$ cat config.mk
export PLATFORM = sky130hd
export DESIGN_NAME = sacp_top
export DESIGN_NICKNAME = d
export VERILOG_FILES = /design/src/logic/sacp_pkg.sv /design/src/logic/sacp_sar_step.sv /design/src/logic/sacp_top.sv
export SDC_FILE = /design/constraint.sdc
export NUM_CORES = 1
export LEC_CHECK = 0
export BUFFER_PORTS_ARGS = -buffer_cell sky130_fd_sc_hd__buf_4
export CORE_MARGIN = 2
export CORE_UTILIZATION = 52
export CTS_CLUSTER_DIAMETER = 80
export CTS_CLUSTER_SIZE = 20
export DETAILED_ROUTE_END_ITERATION = 12
export PLACE_DENSITY = 0.79
export SLEW_MARGIN = 10
export SYNTH_ARGS = -nofsm -noshare
export SYNTH_HDL_FRONTEND = slang
export SYNTH_HIERARCHICAL = 1
export SYNTH_SLANG_ARGS = --single-unit
export TNS_END_PERCENT = 100
$ cat constraint.sdc
create_clock -name CLK_I -period 2.9 [get_ports CLK_I]
set_input_delay 0.145 -clock CLK_I [delete_from_list [all_inputs] [get_ports CLK_I]]
set_output_delay 0.145 -clock CLK_I [all_outputs]
set_load 0.01 [all_outputs]
$ cat src/logic/sacp_pkg.sv
// package for the sampling converter control port
//
// Contract
// start and read inputs are ignored unless device select is low.
// a falling edge on the active-low start input while selected begins a conversion.
// the approximation register is cleared at the start of each conversion before any bit decision.
// start edges during a conversion neither restart nor abort it.
// busy is low for the whole conversion and high otherwise.
// the new result is already in the output latches when busy rises.
// bits are decided one per step from the most significant down to the least over 12 bits.
// at the end of conversion the whole 12-bit approximation word is loaded into the output latches.
// the result lines are driven only while read and device select are both low.
// the host leaves at least 100 ns of acquisition between the end of one conversion and the next start.
// power-down low puts the device into the shutdown state chosen by the depth select.
// depth select low chooses deep sleep and high chooses quick wake-up nap.
// the result is two's complement binary of the differential input.
// the host returns start high within 425 ns of the start or only after busy rises.
// no conversions in shutdown, and a wake-up interval passes after power-down returns high; a conversion under way at power-down still completes.
package sacp_pkg;
    localparam int           RES_BITS      = 12;
    localparam int           CLK_PERIOD_PS = 25000;
    localparam int           ACQ_MIN_NS    = 100;
    localparam int           WAKE_NS       = 200;
    localparam int           START_HOLD_NS = 425;
    localparam int           WAKE_CYC      = (WAKE_NS * 1000 + CLK_PERIOD_PS - 1) / CLK_PERIOD_PS;
    localparam int           ACQ_CYC       = (ACQ_MIN_NS * 1000 + CLK_PERIOD_PS - 1) / CLK_PERIOD_PS;
    localparam logic [3:0]   MSB_IDX       = 4'hB;
    localparam logic [11:0]  SAR_CLEAR     = 12'h000;
    localparam logic [11:0]  SIGN_FLIP     = 12'h800;
    localparam logic [3:0]   WAKE_CNT      = 4'(WAKE_CYC);
    localparam logic [3:0]   BIT_STEPS     = 4'hC;
    localparam logic [3:0]   BUSY_CYC      = 4'hE;

    typedef enum logic [1:0] {
        SACP_IDLE  = 2'b00,
        SACP_CLEAR = 2'b01,
        SACP_BITS  = 2'b10,
        SACP_LOAD  = 2'b11
    } sacp_state_e;

    typedef enum logic [1:0] {
        SACP_AWAKE = 2'b00,
        SACP_NAP   = 2'b01,
        SACP_SLEEP = 2'b10
    } sacp_power_e;

    typedef struct packed {
        logic        busy_n;
        logic [11:0] result;
        logic [11:0] result_oe;
    } sacp_out_s;
endpackage : sacp_pkg

$ cat src/logic/sacp_sar_step.sv
// one successive-approximation step: trial bit and decision
`timescale 1ns/1ps
`default_nettype none
module sacp_sar_step (
    input  wire logic [11:0] sar_i,
    input  wire logic [3:0]  idx_i,
    input  wire logic        cmp_hi_i,
    output logic      [11:0] trial_o,
    output logic      [11:0] decided_o
);
    logic [11:0] bit_mask;

    assign bit_mask  = 12'h001 << idx_i;
    assign trial_o   = sar_i | bit_mask;
    // comparator high keeps the trial bit, else drop it
    assign decided_o = cmp_hi_i ? trial_o : sar_i;
endmodule : sacp_sar_step
`default_nettype wire

$ cat src/logic/sacp_top.sv
// control port of the 12-bit sampling converter
`timescale 1ns/1ps
`default_nettype none
module sacp_top (
    input  wire logic        CLK_I,
    input  wire logic        RST_I,
    input  wire logic        DEV_SEL_N_I,
    input  wire logic        READ_N_I,
    input  wire logic        CONVERT_START_N_I,
    input  wire logic        POWER_DOWN_N_I,
    input  wire logic        SHUTDOWN_DEPTH_SELECT_I,
    input  wire logic [11:0] ANALOG_CODE_I,
    output logic      [11:0] TRIAL_CODE_O,
    output logic             BUSY_N_O,
    output logic      [11:0] RESULT_BUS_O,
    output logic      [11:0] RESULT_BUS_OE_O,
    output logic             NAP_O,
    output logic             SLEEP_O
);
    sacp_pkg::sacp_state_e state;
    sacp_pkg::sacp_power_e power;
    sacp_pkg::sacp_out_s   outs;
    logic [11:0]           successive_approx_reg;
    logic [11:0]           latch;
    logic [3:0]            idx;
    logic [3:0]            wake;
    logic                  start_q;
    logic                  start_fall;
    logic                  cmp_hi;
    logic [11:0]           trial;
    logic [11:0]           decided;
    logic [11:0]           analog_offset;
    logic                  start_take;
    logic [3:0]            bits_cnt;
    logic [3:0]            busy_run;

    // one decode of an accepted start, shared by the state walk and the busy flop
    function automatic logic take_start(
        input sacp_pkg::sacp_state_e st,
        input sacp_pkg::sacp_power_e pw,
        input logic                  fall_seen,
        input logic                  power_pin_n,
        input logic [3:0]            wake_left
    );
        return st == sacp_pkg::SACP_IDLE && fall_seen && pw == sacp_pkg::SACP_AWAKE
               && power_pin_n && wake_left == 4'h0;
    endfunction : take_start

    // analog code is two's complement; the comparator model works in offset binary
    assign analog_offset = ANALOG_CODE_I ^ sacp_pkg::SIGN_FLIP;
    assign cmp_hi        = (analog_offset >= trial);

    // only a selected falling edge counts, gated by power and wake
    assign start_fall = !DEV_SEL_N_I && start_q && !CONVERT_START_N_I;
    // the pin is looked at too, so a start in the cycle power drops is refused
    assign start_take = take_start(state, power, start_fall, POWER_DOWN_N_I, wake);

    always_ff @(posedge CLK_I) begin
        if (RST_I) begin
            start_q <= 1'b1;
        end else begin
            start_q <= CONVERT_START_N_I;
        end
    end

    sacp_sar_step u_step (
        .sar_i     (successive_approx_reg),
        .idx_i     (idx),
        .cmp_hi_i  (cmp_hi),
        .trial_o   (trial),
        .decided_o (decided)
    );

    always_ff @(posedge CLK_I) begin
        if (RST_I) begin
            power <= sacp_pkg::SACP_AWAKE;
        end else if (!POWER_DOWN_N_I) begin
            // depth is re-sampled while down so a late select change still applies
            power <= SHUTDOWN_DEPTH_SELECT_I ? sacp_pkg::SACP_NAP : sacp_pkg::SACP_SLEEP;
        end else begin
            power <= sacp_pkg::SACP_AWAKE;
        end
    end

    always_ff @(posedge CLK_I) begin
        if (RST_I) begin
            wake <= 4'h0;
        end else if (power != sacp_pkg::SACP_AWAKE) begin
            wake <= sacp_pkg::WAKE_CNT;
        end else if (wake != 4'h0) begin
            wake <= wake - 4'h1;
        end
    end

    // a conversion in flight at power-down completes; only new starts are blocked
    always_ff @(posedge CLK_I) begin
        if (RST_I) begin
            state <= sacp_pkg::SACP_IDLE;
        end else begin
            unique case (state)
                sacp_pkg::SACP_IDLE: begin
                    if (start_take) begin
                        state <= sacp_pkg::SACP_CLEAR;
                    end
                end
                sacp_pkg::SACP_CLEAR: begin
                    state <= sacp_pkg::SACP_BITS;
                end
                sacp_pkg::SACP_BITS: begin
                    if (idx == 4'h0) begin
                        state <= sacp_pkg::SACP_LOAD;
                    end
                end
                sacp_pkg::SACP_LOAD: begin
                    state <= sacp_pkg::SACP_IDLE;
                end
            endcase
        end
    end

    always_ff @(posedge CLK_I) begin
        if (RST_I) begin
            successive_approx_reg <= sacp_pkg::SAR_CLEAR;
            idx                   <= sacp_pkg::MSB_IDX;
        end else if (state == sacp_pkg::SACP_CLEAR) begin
            successive_approx_reg <= sacp_pkg::SAR_CLEAR;
            idx                   <= sacp_pkg::MSB_IDX;
        end else if (state == sacp_pkg::SACP_BITS) begin
            successive_approx_reg <= decided;
            if (idx != 4'h0) begin
                idx <= idx - 4'h1;
            end
        end
    end

    always_ff @(posedge CLK_I) begin
        if (RST_I) begin
            latch <= sacp_pkg::SAR_CLEAR;
        end else if (state == sacp_pkg::SACP_LOAD) begin
            // flip back to two's complement on the way out
            latch <= successive_approx_reg ^ sacp_pkg::SIGN_FLIP;
        end
    end

    always_ff @(posedge CLK_I) begin
        if (RST_I) begin
            outs <= '{busy_n: 1'b1, result: 12'h000, result_oe: 12'h000};
        end else begin
            outs.busy_n    <= (state == sacp_pkg::SACP_IDLE || state == sacp_pkg::SACP_LOAD)
                              && !start_take;
            // the result flop loads with the latch so it is valid on the edge busy rises
            outs.result    <= (state == sacp_pkg::SACP_LOAD) ? (successive_approx_reg ^ sacp_pkg::SIGN_FLIP)
                              : latch;
            outs.result_oe <= {sacp_pkg::RES_BITS{!READ_N_I && !DEV_SEL_N_I}};
        end
    end

    assign BUSY_N_O        = outs.busy_n;
    assign RESULT_BUS_O    = outs.result;
    assign RESULT_BUS_OE_O = outs.result_oe;
    assign TRIAL_CODE_O    = trial;
    assign NAP_O           = (power == sacp_pkg::SACP_NAP);
    assign SLEEP_O         = (power == sacp_pkg::SACP_SLEEP);

    // helper counters for the length checks; a long repetition would be costly to unroll
    always_ff @(posedge CLK_I) begin
        if (RST_I || state != sacp_pkg::SACP_BITS) begin
            bits_cnt <= 4'h0;
        end else begin
            bits_cnt <= bits_cnt + 4'h1;
        end
    end

    always_ff @(posedge CLK_I) begin
        if (RST_I || BUSY_N_O) begin
            busy_run <= 4'h0;
        end else if (busy_run != 4'hF) begin
            busy_run <= busy_run + 4'h1;
        end
    end

    // busy low during whole conversion: in BITS state busy must be low
    chk_busy_during_conv: assert property (@(posedge CLK_I) disable iff (RST_I)
        (state == sacp_pkg::SACP_BITS) |-> !BUSY_N_O)
        else $error("busy high during conversion");

    chk_busy_rise_data: assert property (@(posedge CLK_I) disable iff (RST_I)
        $rose(BUSY_N_O) |-> (RESULT_BUS_O == latch) && (latch == ($past(successive_approx_reg) ^ sacp_pkg::SIGN_FLIP)))
        else $error("result not valid at busy rise");

    chk_sar_cleared: assert property (@(posedge CLK_I) disable iff (RST_I)
        (state == sacp_pkg::SACP_CLEAR) |=> (successive_approx_reg == sacp_pkg::SAR_CLEAR) && (idx == sacp_pkg::MSB_IDX))
        else $error("approximation register not cleared");

    chk_bits_msb_down: assert property (@(posedge CLK_I) disable iff (RST_I)
        (state == sacp_pkg::SACP_BITS && idx != 4'h0) |=> (idx == $past(idx) - 4'h1))
        else $error("bit order wrong");

    chk_conv_length: assert property (@(posedge CLK_I) disable iff (RST_I)
        (state == sacp_pkg::SACP_CLEAR) |=> (state == sacp_pkg::SACP_BITS) ##12
            (state == sacp_pkg::SACP_LOAD && bits_cnt == sacp_pkg::BIT_STEPS))
        else $error("conversion restarted or cut short");

    chk_load_latch: assert property (@(posedge CLK_I) disable iff (RST_I)
        (state == sacp_pkg::SACP_LOAD) |=> (latch == ($past(successive_approx_reg) ^ sacp_pkg::SIGN_FLIP)))
        else $error("latch not loaded");

    chk_drive_gate: assert property (@(posedge CLK_I) disable iff (RST_I)
        (RESULT_BUS_OE_O != 12'h000) |-> $past(!READ_N_I && !DEV_SEL_N_I))
        else $error("bus driven while not read");

    chk_unselected_start: assert property (@(posedge CLK_I) disable iff (RST_I)
        (state == sacp_pkg::SACP_IDLE && DEV_SEL_N_I) |=> (state == sacp_pkg::SACP_IDLE))
        else $error("start taken while unselected");

    chk_shutdown_block: assert property (@(posedge CLK_I) disable iff (RST_I)
        (state == sacp_pkg::SACP_IDLE && (!POWER_DOWN_N_I || wake != 4'h0)) |=> (state == sacp_pkg::SACP_IDLE))
        else $error("start taken during shutdown or wake-up");

    chk_depth_mode: assert property (@(posedge CLK_I) disable iff (RST_I)
        !POWER_DOWN_N_I |=> (NAP_O == $past(SHUTDOWN_DEPTH_SELECT_I)) && (SLEEP_O == !$past(SHUTDOWN_DEPTH_SELECT_I)))
        else $error("wrong shutdown depth");

    chk_start_taken: assert property (@(posedge CLK_I) disable iff (RST_I)
        start_take |=> (state == sacp_pkg::SACP_CLEAR) && !BUSY_N_O)
        else $error("accepted start did not begin a conversion");

    chk_no_restart: assert property (@(posedge CLK_I) disable iff (RST_I)
        (state == sacp_pkg::SACP_BITS) |=> (state != sacp_pkg::SACP_CLEAR))
        else $error("conversion restarted");

    chk_busy_length: assert property (@(posedge CLK_I) disable iff (RST_I)
        $rose(BUSY_N_O) |-> (busy_run == sacp_pkg::BUSY_CYC))
        else $error("busy low for the wrong length");

    chk_busy_bound: assert property (@(posedge CLK_I) disable iff (RST_I)
        busy_run <= sacp_pkg::BUSY_CYC)
        else $error("busy low too long");

    chk_idle_busy_high: assert property (@(posedge CLK_I) disable iff (RST_I)
        (state == sacp_pkg::SACP_IDLE) |-> BUSY_N_O)
        else $error("busy low while idle");

    chk_bus_released: assert property (@(posedge CLK_I) disable iff (RST_I)
        READ_N_I |=> (RESULT_BUS_OE_O == 12'h000))
        else $error("bus driven without read");

    chk_bus_driven: assert property (@(posedge CLK_I) disable iff (RST_I)
        (!READ_N_I && !DEV_SEL_N_I) |=> (RESULT_BUS_OE_O == 12'hFFF))
        else $error("bus not driven on read");

    chk_unsel_bus: assert property (@(posedge CLK_I) disable iff (RST_I)
        DEV_SEL_N_I |=> (RESULT_BUS_OE_O == 12'h000))
        else $error("bus driven while unselected");

    chk_result_hold: assert property (@(posedge CLK_I) disable iff (RST_I)
        (state != sacp_pkg::SACP_LOAD) |=> $stable(RESULT_BUS_O))
        else $error("result changed outside a load");

    chk_latch_hold: assert property (@(posedge CLK_I) disable iff (RST_I)
        (state != sacp_pkg::SACP_LOAD) |=> $stable(latch))
        else $error("latch changed outside a load");

    chk_load_from_bits: assert property (@(posedge CLK_I) disable iff (RST_I)
        (state == sacp_pkg::SACP_LOAD) |-> ($past(state) == sacp_pkg::SACP_BITS) && ($past(idx) == 4'h0))
        else $error("load before the last bit");

    chk_trial_msb: assert property (@(posedge CLK_I) disable iff (RST_I)
        (state == sacp_pkg::SACP_BITS && idx == sacp_pkg::MSB_IDX) |-> (TRIAL_CODE_O == sacp_pkg::SIGN_FLIP))
        else $error("first trial is not the top bit alone");

    chk_power_up: assert property (@(posedge CLK_I) disable iff (RST_I)
        POWER_DOWN_N_I |=> !NAP_O && !SLEEP_O)
        else $error("shutdown state while powered");

    chk_down_no_busy: assert property (@(posedge CLK_I) disable iff (RST_I)
        (!POWER_DOWN_N_I && state == sacp_pkg::SACP_IDLE) |=> BUSY_N_O)
        else $error("conversion started while powered down");

    chk_wake_load: assert property (@(posedge CLK_I) disable iff (RST_I)
        (power != sacp_pkg::SACP_AWAKE) ##1 (power == sacp_pkg::SACP_AWAKE) |-> (wake == sacp_pkg::WAKE_CNT))
        else $error("wake interval not loaded");

    chk_wake_runs: assert property (@(posedge CLK_I) disable iff (RST_I)
        (power == sacp_pkg::SACP_AWAKE && wake != 4'h0) |=> (wake == $past(wake) - 4'h1))
        else $error("wake interval not counting");

    // a decided bit never changes again; bits not yet reached stay cleared
    for (genvar b = 0; b < sacp_pkg::RES_BITS; b++) begin : g_bit_order
        chk_bit_frozen: assert property (@(posedge CLK_I) disable iff (RST_I)
            (state == sacp_pkg::SACP_BITS && idx < 4'(b)) |=> (successive_approx_reg[b] == $past(successive_approx_reg[b])))
            else $error("decided bit changed");

        chk_bit_pending: assert property (@(posedge CLK_I) disable iff (RST_I)
            (state == sacp_pkg::SACP_BITS && 4'(b) <= idx) |-> !successive_approx_reg[b])
            else $error("undecided bit not clear");
    end

    cov_conversion: cover property (@(posedge CLK_I) disable iff (RST_I)
        $rose(BUSY_N_O));
    cov_read: cover property (@(posedge CLK_I) disable iff (RST_I)
        $rose(RESULT_BUS_OE_O[0]));
    cov_nap: cover property (@(posedge CLK_I) disable iff (RST_I)
        $rose(NAP_O));
    cov_sleep: cover property (@(posedge CLK_I) disable iff (RST_I)
        $rose(SLEEP_O));
    cov_ignored_start: cover property (@(posedge CLK_I) disable iff (RST_I)
        (state == sacp_pkg::SACP_BITS && start_fall));
endmodule : sacp_top
`default_nettype wire

==> flow_summary.json <==
{
  "maxCapViolations": 0,
  "worstReg2RegStart": "idx[3]",
  "p_per_area_nw_per_um2": 576,
  "dp_slack_ns": 0.168,
  "arrival_ns": 2.83,
  "die_w_um": 68.9,
  "slowest_stage": "dfxtp_1",
  "reg2reg_to": "successive_approx_reg[10]",
  "synth_top_family_by_area": "compound AO/OA/AOI/OAI gates",
  "postCtsSetupRepairBufs": 0,
  "synth-compound-area-share": 0.158,
  "worstSetupPathType": "flip-flop to flip-flop",
  "synthSimpleGateAreaFrac": 0.155,
  "worstPathCellList": "nor2b_1 -> a21o_1 -> inv_1 -> ha_1 -> a21o_1 -> a21o_1 -> a21oi_1 -> o21ai_0 -> buf_4 -> a41o_1 -> mux2i_1 -> nor2_1",
  "synth_cell_types": 32,
  "worstSetupEndpoint": "successive_approx_reg[10]",
  "fin_nets": 326,
  "ir_drop_mv": 0.386,
  "dp_hpwl_mm": 3.58,
  "p_leak_uw": 0.00127,
  "synth.net_count": 280,
  "synth_area_leader_cell": "dfxtp_1",
  "cp-start-kind": "flip-flop",
  "insertion_delay_ns": 0.29,
  "track_usage": 0.212,
  "synth.top_cells.by_area": "dfxtp_1 36%, ha_1 11%, mux2i_1 11%, nor2_1 5.8%, a31o_2 4.8%",
  "drc": 0,
  "cts_max_level": 2,
  "antenna_found_initial": 0,
  "core_um2": 4030,
  "synth_top_area_frac": 0.357,
  "routed_wl_mm": 4.64,
  "final_min_period_over_clock_period": 0.913,
  "final_cell_area_um2": 2670,
  "ant_nets": 0,
  "outcome": "complete, no violations",
  "finalHoldViolCount": 0,
  "initial_core_util": 0.543,
  "clock_sinks": 39,
  "setup_viol": 0,
  "num_antenna_cells": 0,
  "rsz0062_at_grt": "no",
  "r2r_slack_ns": 0.25,
  "yosys_warnings": 6,
  "postSynthAreaPerCell_um2": 9.09,
  "ys_ff_latch": 39,
  "r2r_cells": 12,
  "fin_ws_ns": 0.251,
  "die_y_um": 68.9,
  "wl_per_cell_um": 13.8,
  "drtIter0Drc": 99,
  "cts_root_buffer": "clkbuf_8",
  "crit_path_frequent_cell": "a21o_1",
  "slowest_delay_ns": 0.52,
  "hold_path_class": "input port to flip-flop",
  "routabilityCongestion": 0.862,
  "drv_slew": 0,
  "drive_above_1_share": 0.307,
  "vias": 1822,
  "cts_tree": "done",
  "cp-end-kind": "flip-flop",
  "muxShareOfSynthArea": 0.110,
  "syn_inst": 241,
  "grt_pass1_vias": 1637,
  "relSlewSlack": 0.500,
  "dr.pass1.iters": 5,
  "tns_ns": 0,
  "finish.utilization": 0.663,
  "final_common_cell": "buf_4",
  "cts_buffers": 5,
  "crit_fanout": 12,
  "fillers": 343,
  "period_minus_slack_ns": 2.65,
  "fin_worst_skew_ns": 0.00725,
  "synth_area_um2": 2190,
  "syn2layout_area_growth_pct": 22.1,
  "io_buffers": 57,
  "grt_pass1_wl_mm": 7.45,
  "tightest_slew_ns": 0.750,
  "viasPerCell": 5.41,
  "placed_area_um2": 2580,
  "synth_fa_ha_area_frac": 0.114,
  "num_io_pins": 58,
  "die-area_um2": 4750,
  "crit_start": "idx[3]",
  "min_from": "READ_N_I",
  "synth_xor_area_frac": 0.0120,
  "row_count": 23,
  "fmaxAchievable_mhz": 378,
  "clkTransAtPathRegs_ns": 0.07,
  "gr-total-overflow": 0,
  "required_ns": 3.08,
  "cts.path.max_buffers": 2,
  "grt_max_degree": 25,
  "mostFrequentLayoutCells": "61 x buf_4, 39 x dfxtp_1, 33 x nor2_1, 24 x mux2i_1",
  "ys_seq_area_frac": 0.357
}
-- routing by layer --
layer  vias to the layer above  GRT usage  share of wire
li1                        913          -              -
met1                       855      0.277           0.44
met2                        51      0.349           0.50
met3                         3     0.0438          0.051
met4                         0     0.0735         0.0062
met5                         -          0              0
-- how the worst min path moves through the flow --
stage | endpoint | slack (ns) | depth (start not counted)
6_report | RESULT_BUS_OE_O[0] | 0.009 | 2
5_1_grt | RESULT_BUS_OE_O[0] | 0.004 | 2
4_1_cts | RESULT_BUS_OE_O[0] | 0.004 | 2
3_5_place_dp | RESULT_BUS_OE_O[0] | 0.31 | 2
3_3_place_gp | RESULT_BUS_OE_O[0] | 0.31 | 2
2_1_floorplan | power[0] | 0.22 | 1
-- timing repair --
action | CTS | global route
setup endpoints to repair | 0 | 10
hold buffers | 0 | 0
resized for setup | 0 | 2
-- worst max-delay path: cells and delay by family, from the launching register on --
kind                       cells  cell delay [ns]
buffers and inverters          2             0.23
AOI/OAI and AO/OA              6             0.94
DFF                            1             0.52
muxes                          1             0.16
and+or+nand+nor                2             0.40
adders and majority gates      1             0.28
-- cell type report --
cell class	instances	area (um^2)	area share
inverter	20	75.1	0.0281
timing repair buffer	61	458	0.171
clock inverter	1	5.00	0.00187
tap	50	62.6	0.0234
multi-input combinational	160	1210	0.452
clock buffer	6	82.6	0.0309
sequential	39	781	0.292
-- cells by family (layout without fill, tap and decap cells) --
| group | Yosys count | after routing |
|---|---|---|
| multiplexers | 24 | 24 |
| AND/OR/NAND/NOR | 67 | 67 |
| XOR/XNOR | 3 | 3 |
| buffers and inverters | 42 | 88 |
| adder cells (fa/ha/maj) | 20 | 20 |
| flip-flops | 39 | 39 |
| AO/OA/AOI/OAI | 46 | 46 |
-- Yosys cell counts --
| cell | instances |
|---|---|
| a211oi_1 | 5 |
| or2_2 | 2 |
| or3_1 | 2 |
| o21bai_1 | 1 |
| a31o_2 | 12 |
| inv_1 | 20 |
| mux2i_1 | 24 |
| a41o_1 | 4 |
| a21boi_1 | 1 |
| nor3_1 | 6 |
| buf_4 | 11 |
| a211o_1 | 1 |
| nand2b_1 | 3 |
| clkbuf_1 | 6 |
| buf_2 | 5 |
| nor3b_1 | 2 |
| and2b_2 | 1 |
| o21ai_0 | 3 |
| a21o_1 | 11 |
| nand3_2 | 1 |
| xnor2_1 | 3 |
| nor3b_4 | 1 |
| dfxtp_1 | 39 |
| nand2_1 | 5 |
| ha_1 | 20 |
| nor2_1 | 34 |
| o211ai_1 | 1 |
| a21oi_1 | 7 |
| nand4_1 | 1 |
| nor2b_1 | 7 |
| and4bb_2 | 1 |
| nand3_1 | 1 |
-- per-stage QoR --
stage	hold slack, ns	instances	total power (uW)
global placement	0.307	330	1160
CTS	0.00438	337	1550
finish	0.00935	337	1540
floorplan	0.221	241	1040
global route	0.00397	337	1650
detailed placement	0.310	330	1180
-- report_power, final --
| part | total, uW | switching, uW | internal [uW] |
|---|---|---|---|
| registers | 637 | 50.2 | 586 |
| clock network | 364 | 178 | 186 |
| logic | 540 | 279 | 260 |
| total | 1540 | 507 | 1030 |
(Power assumes the default switching activity.)
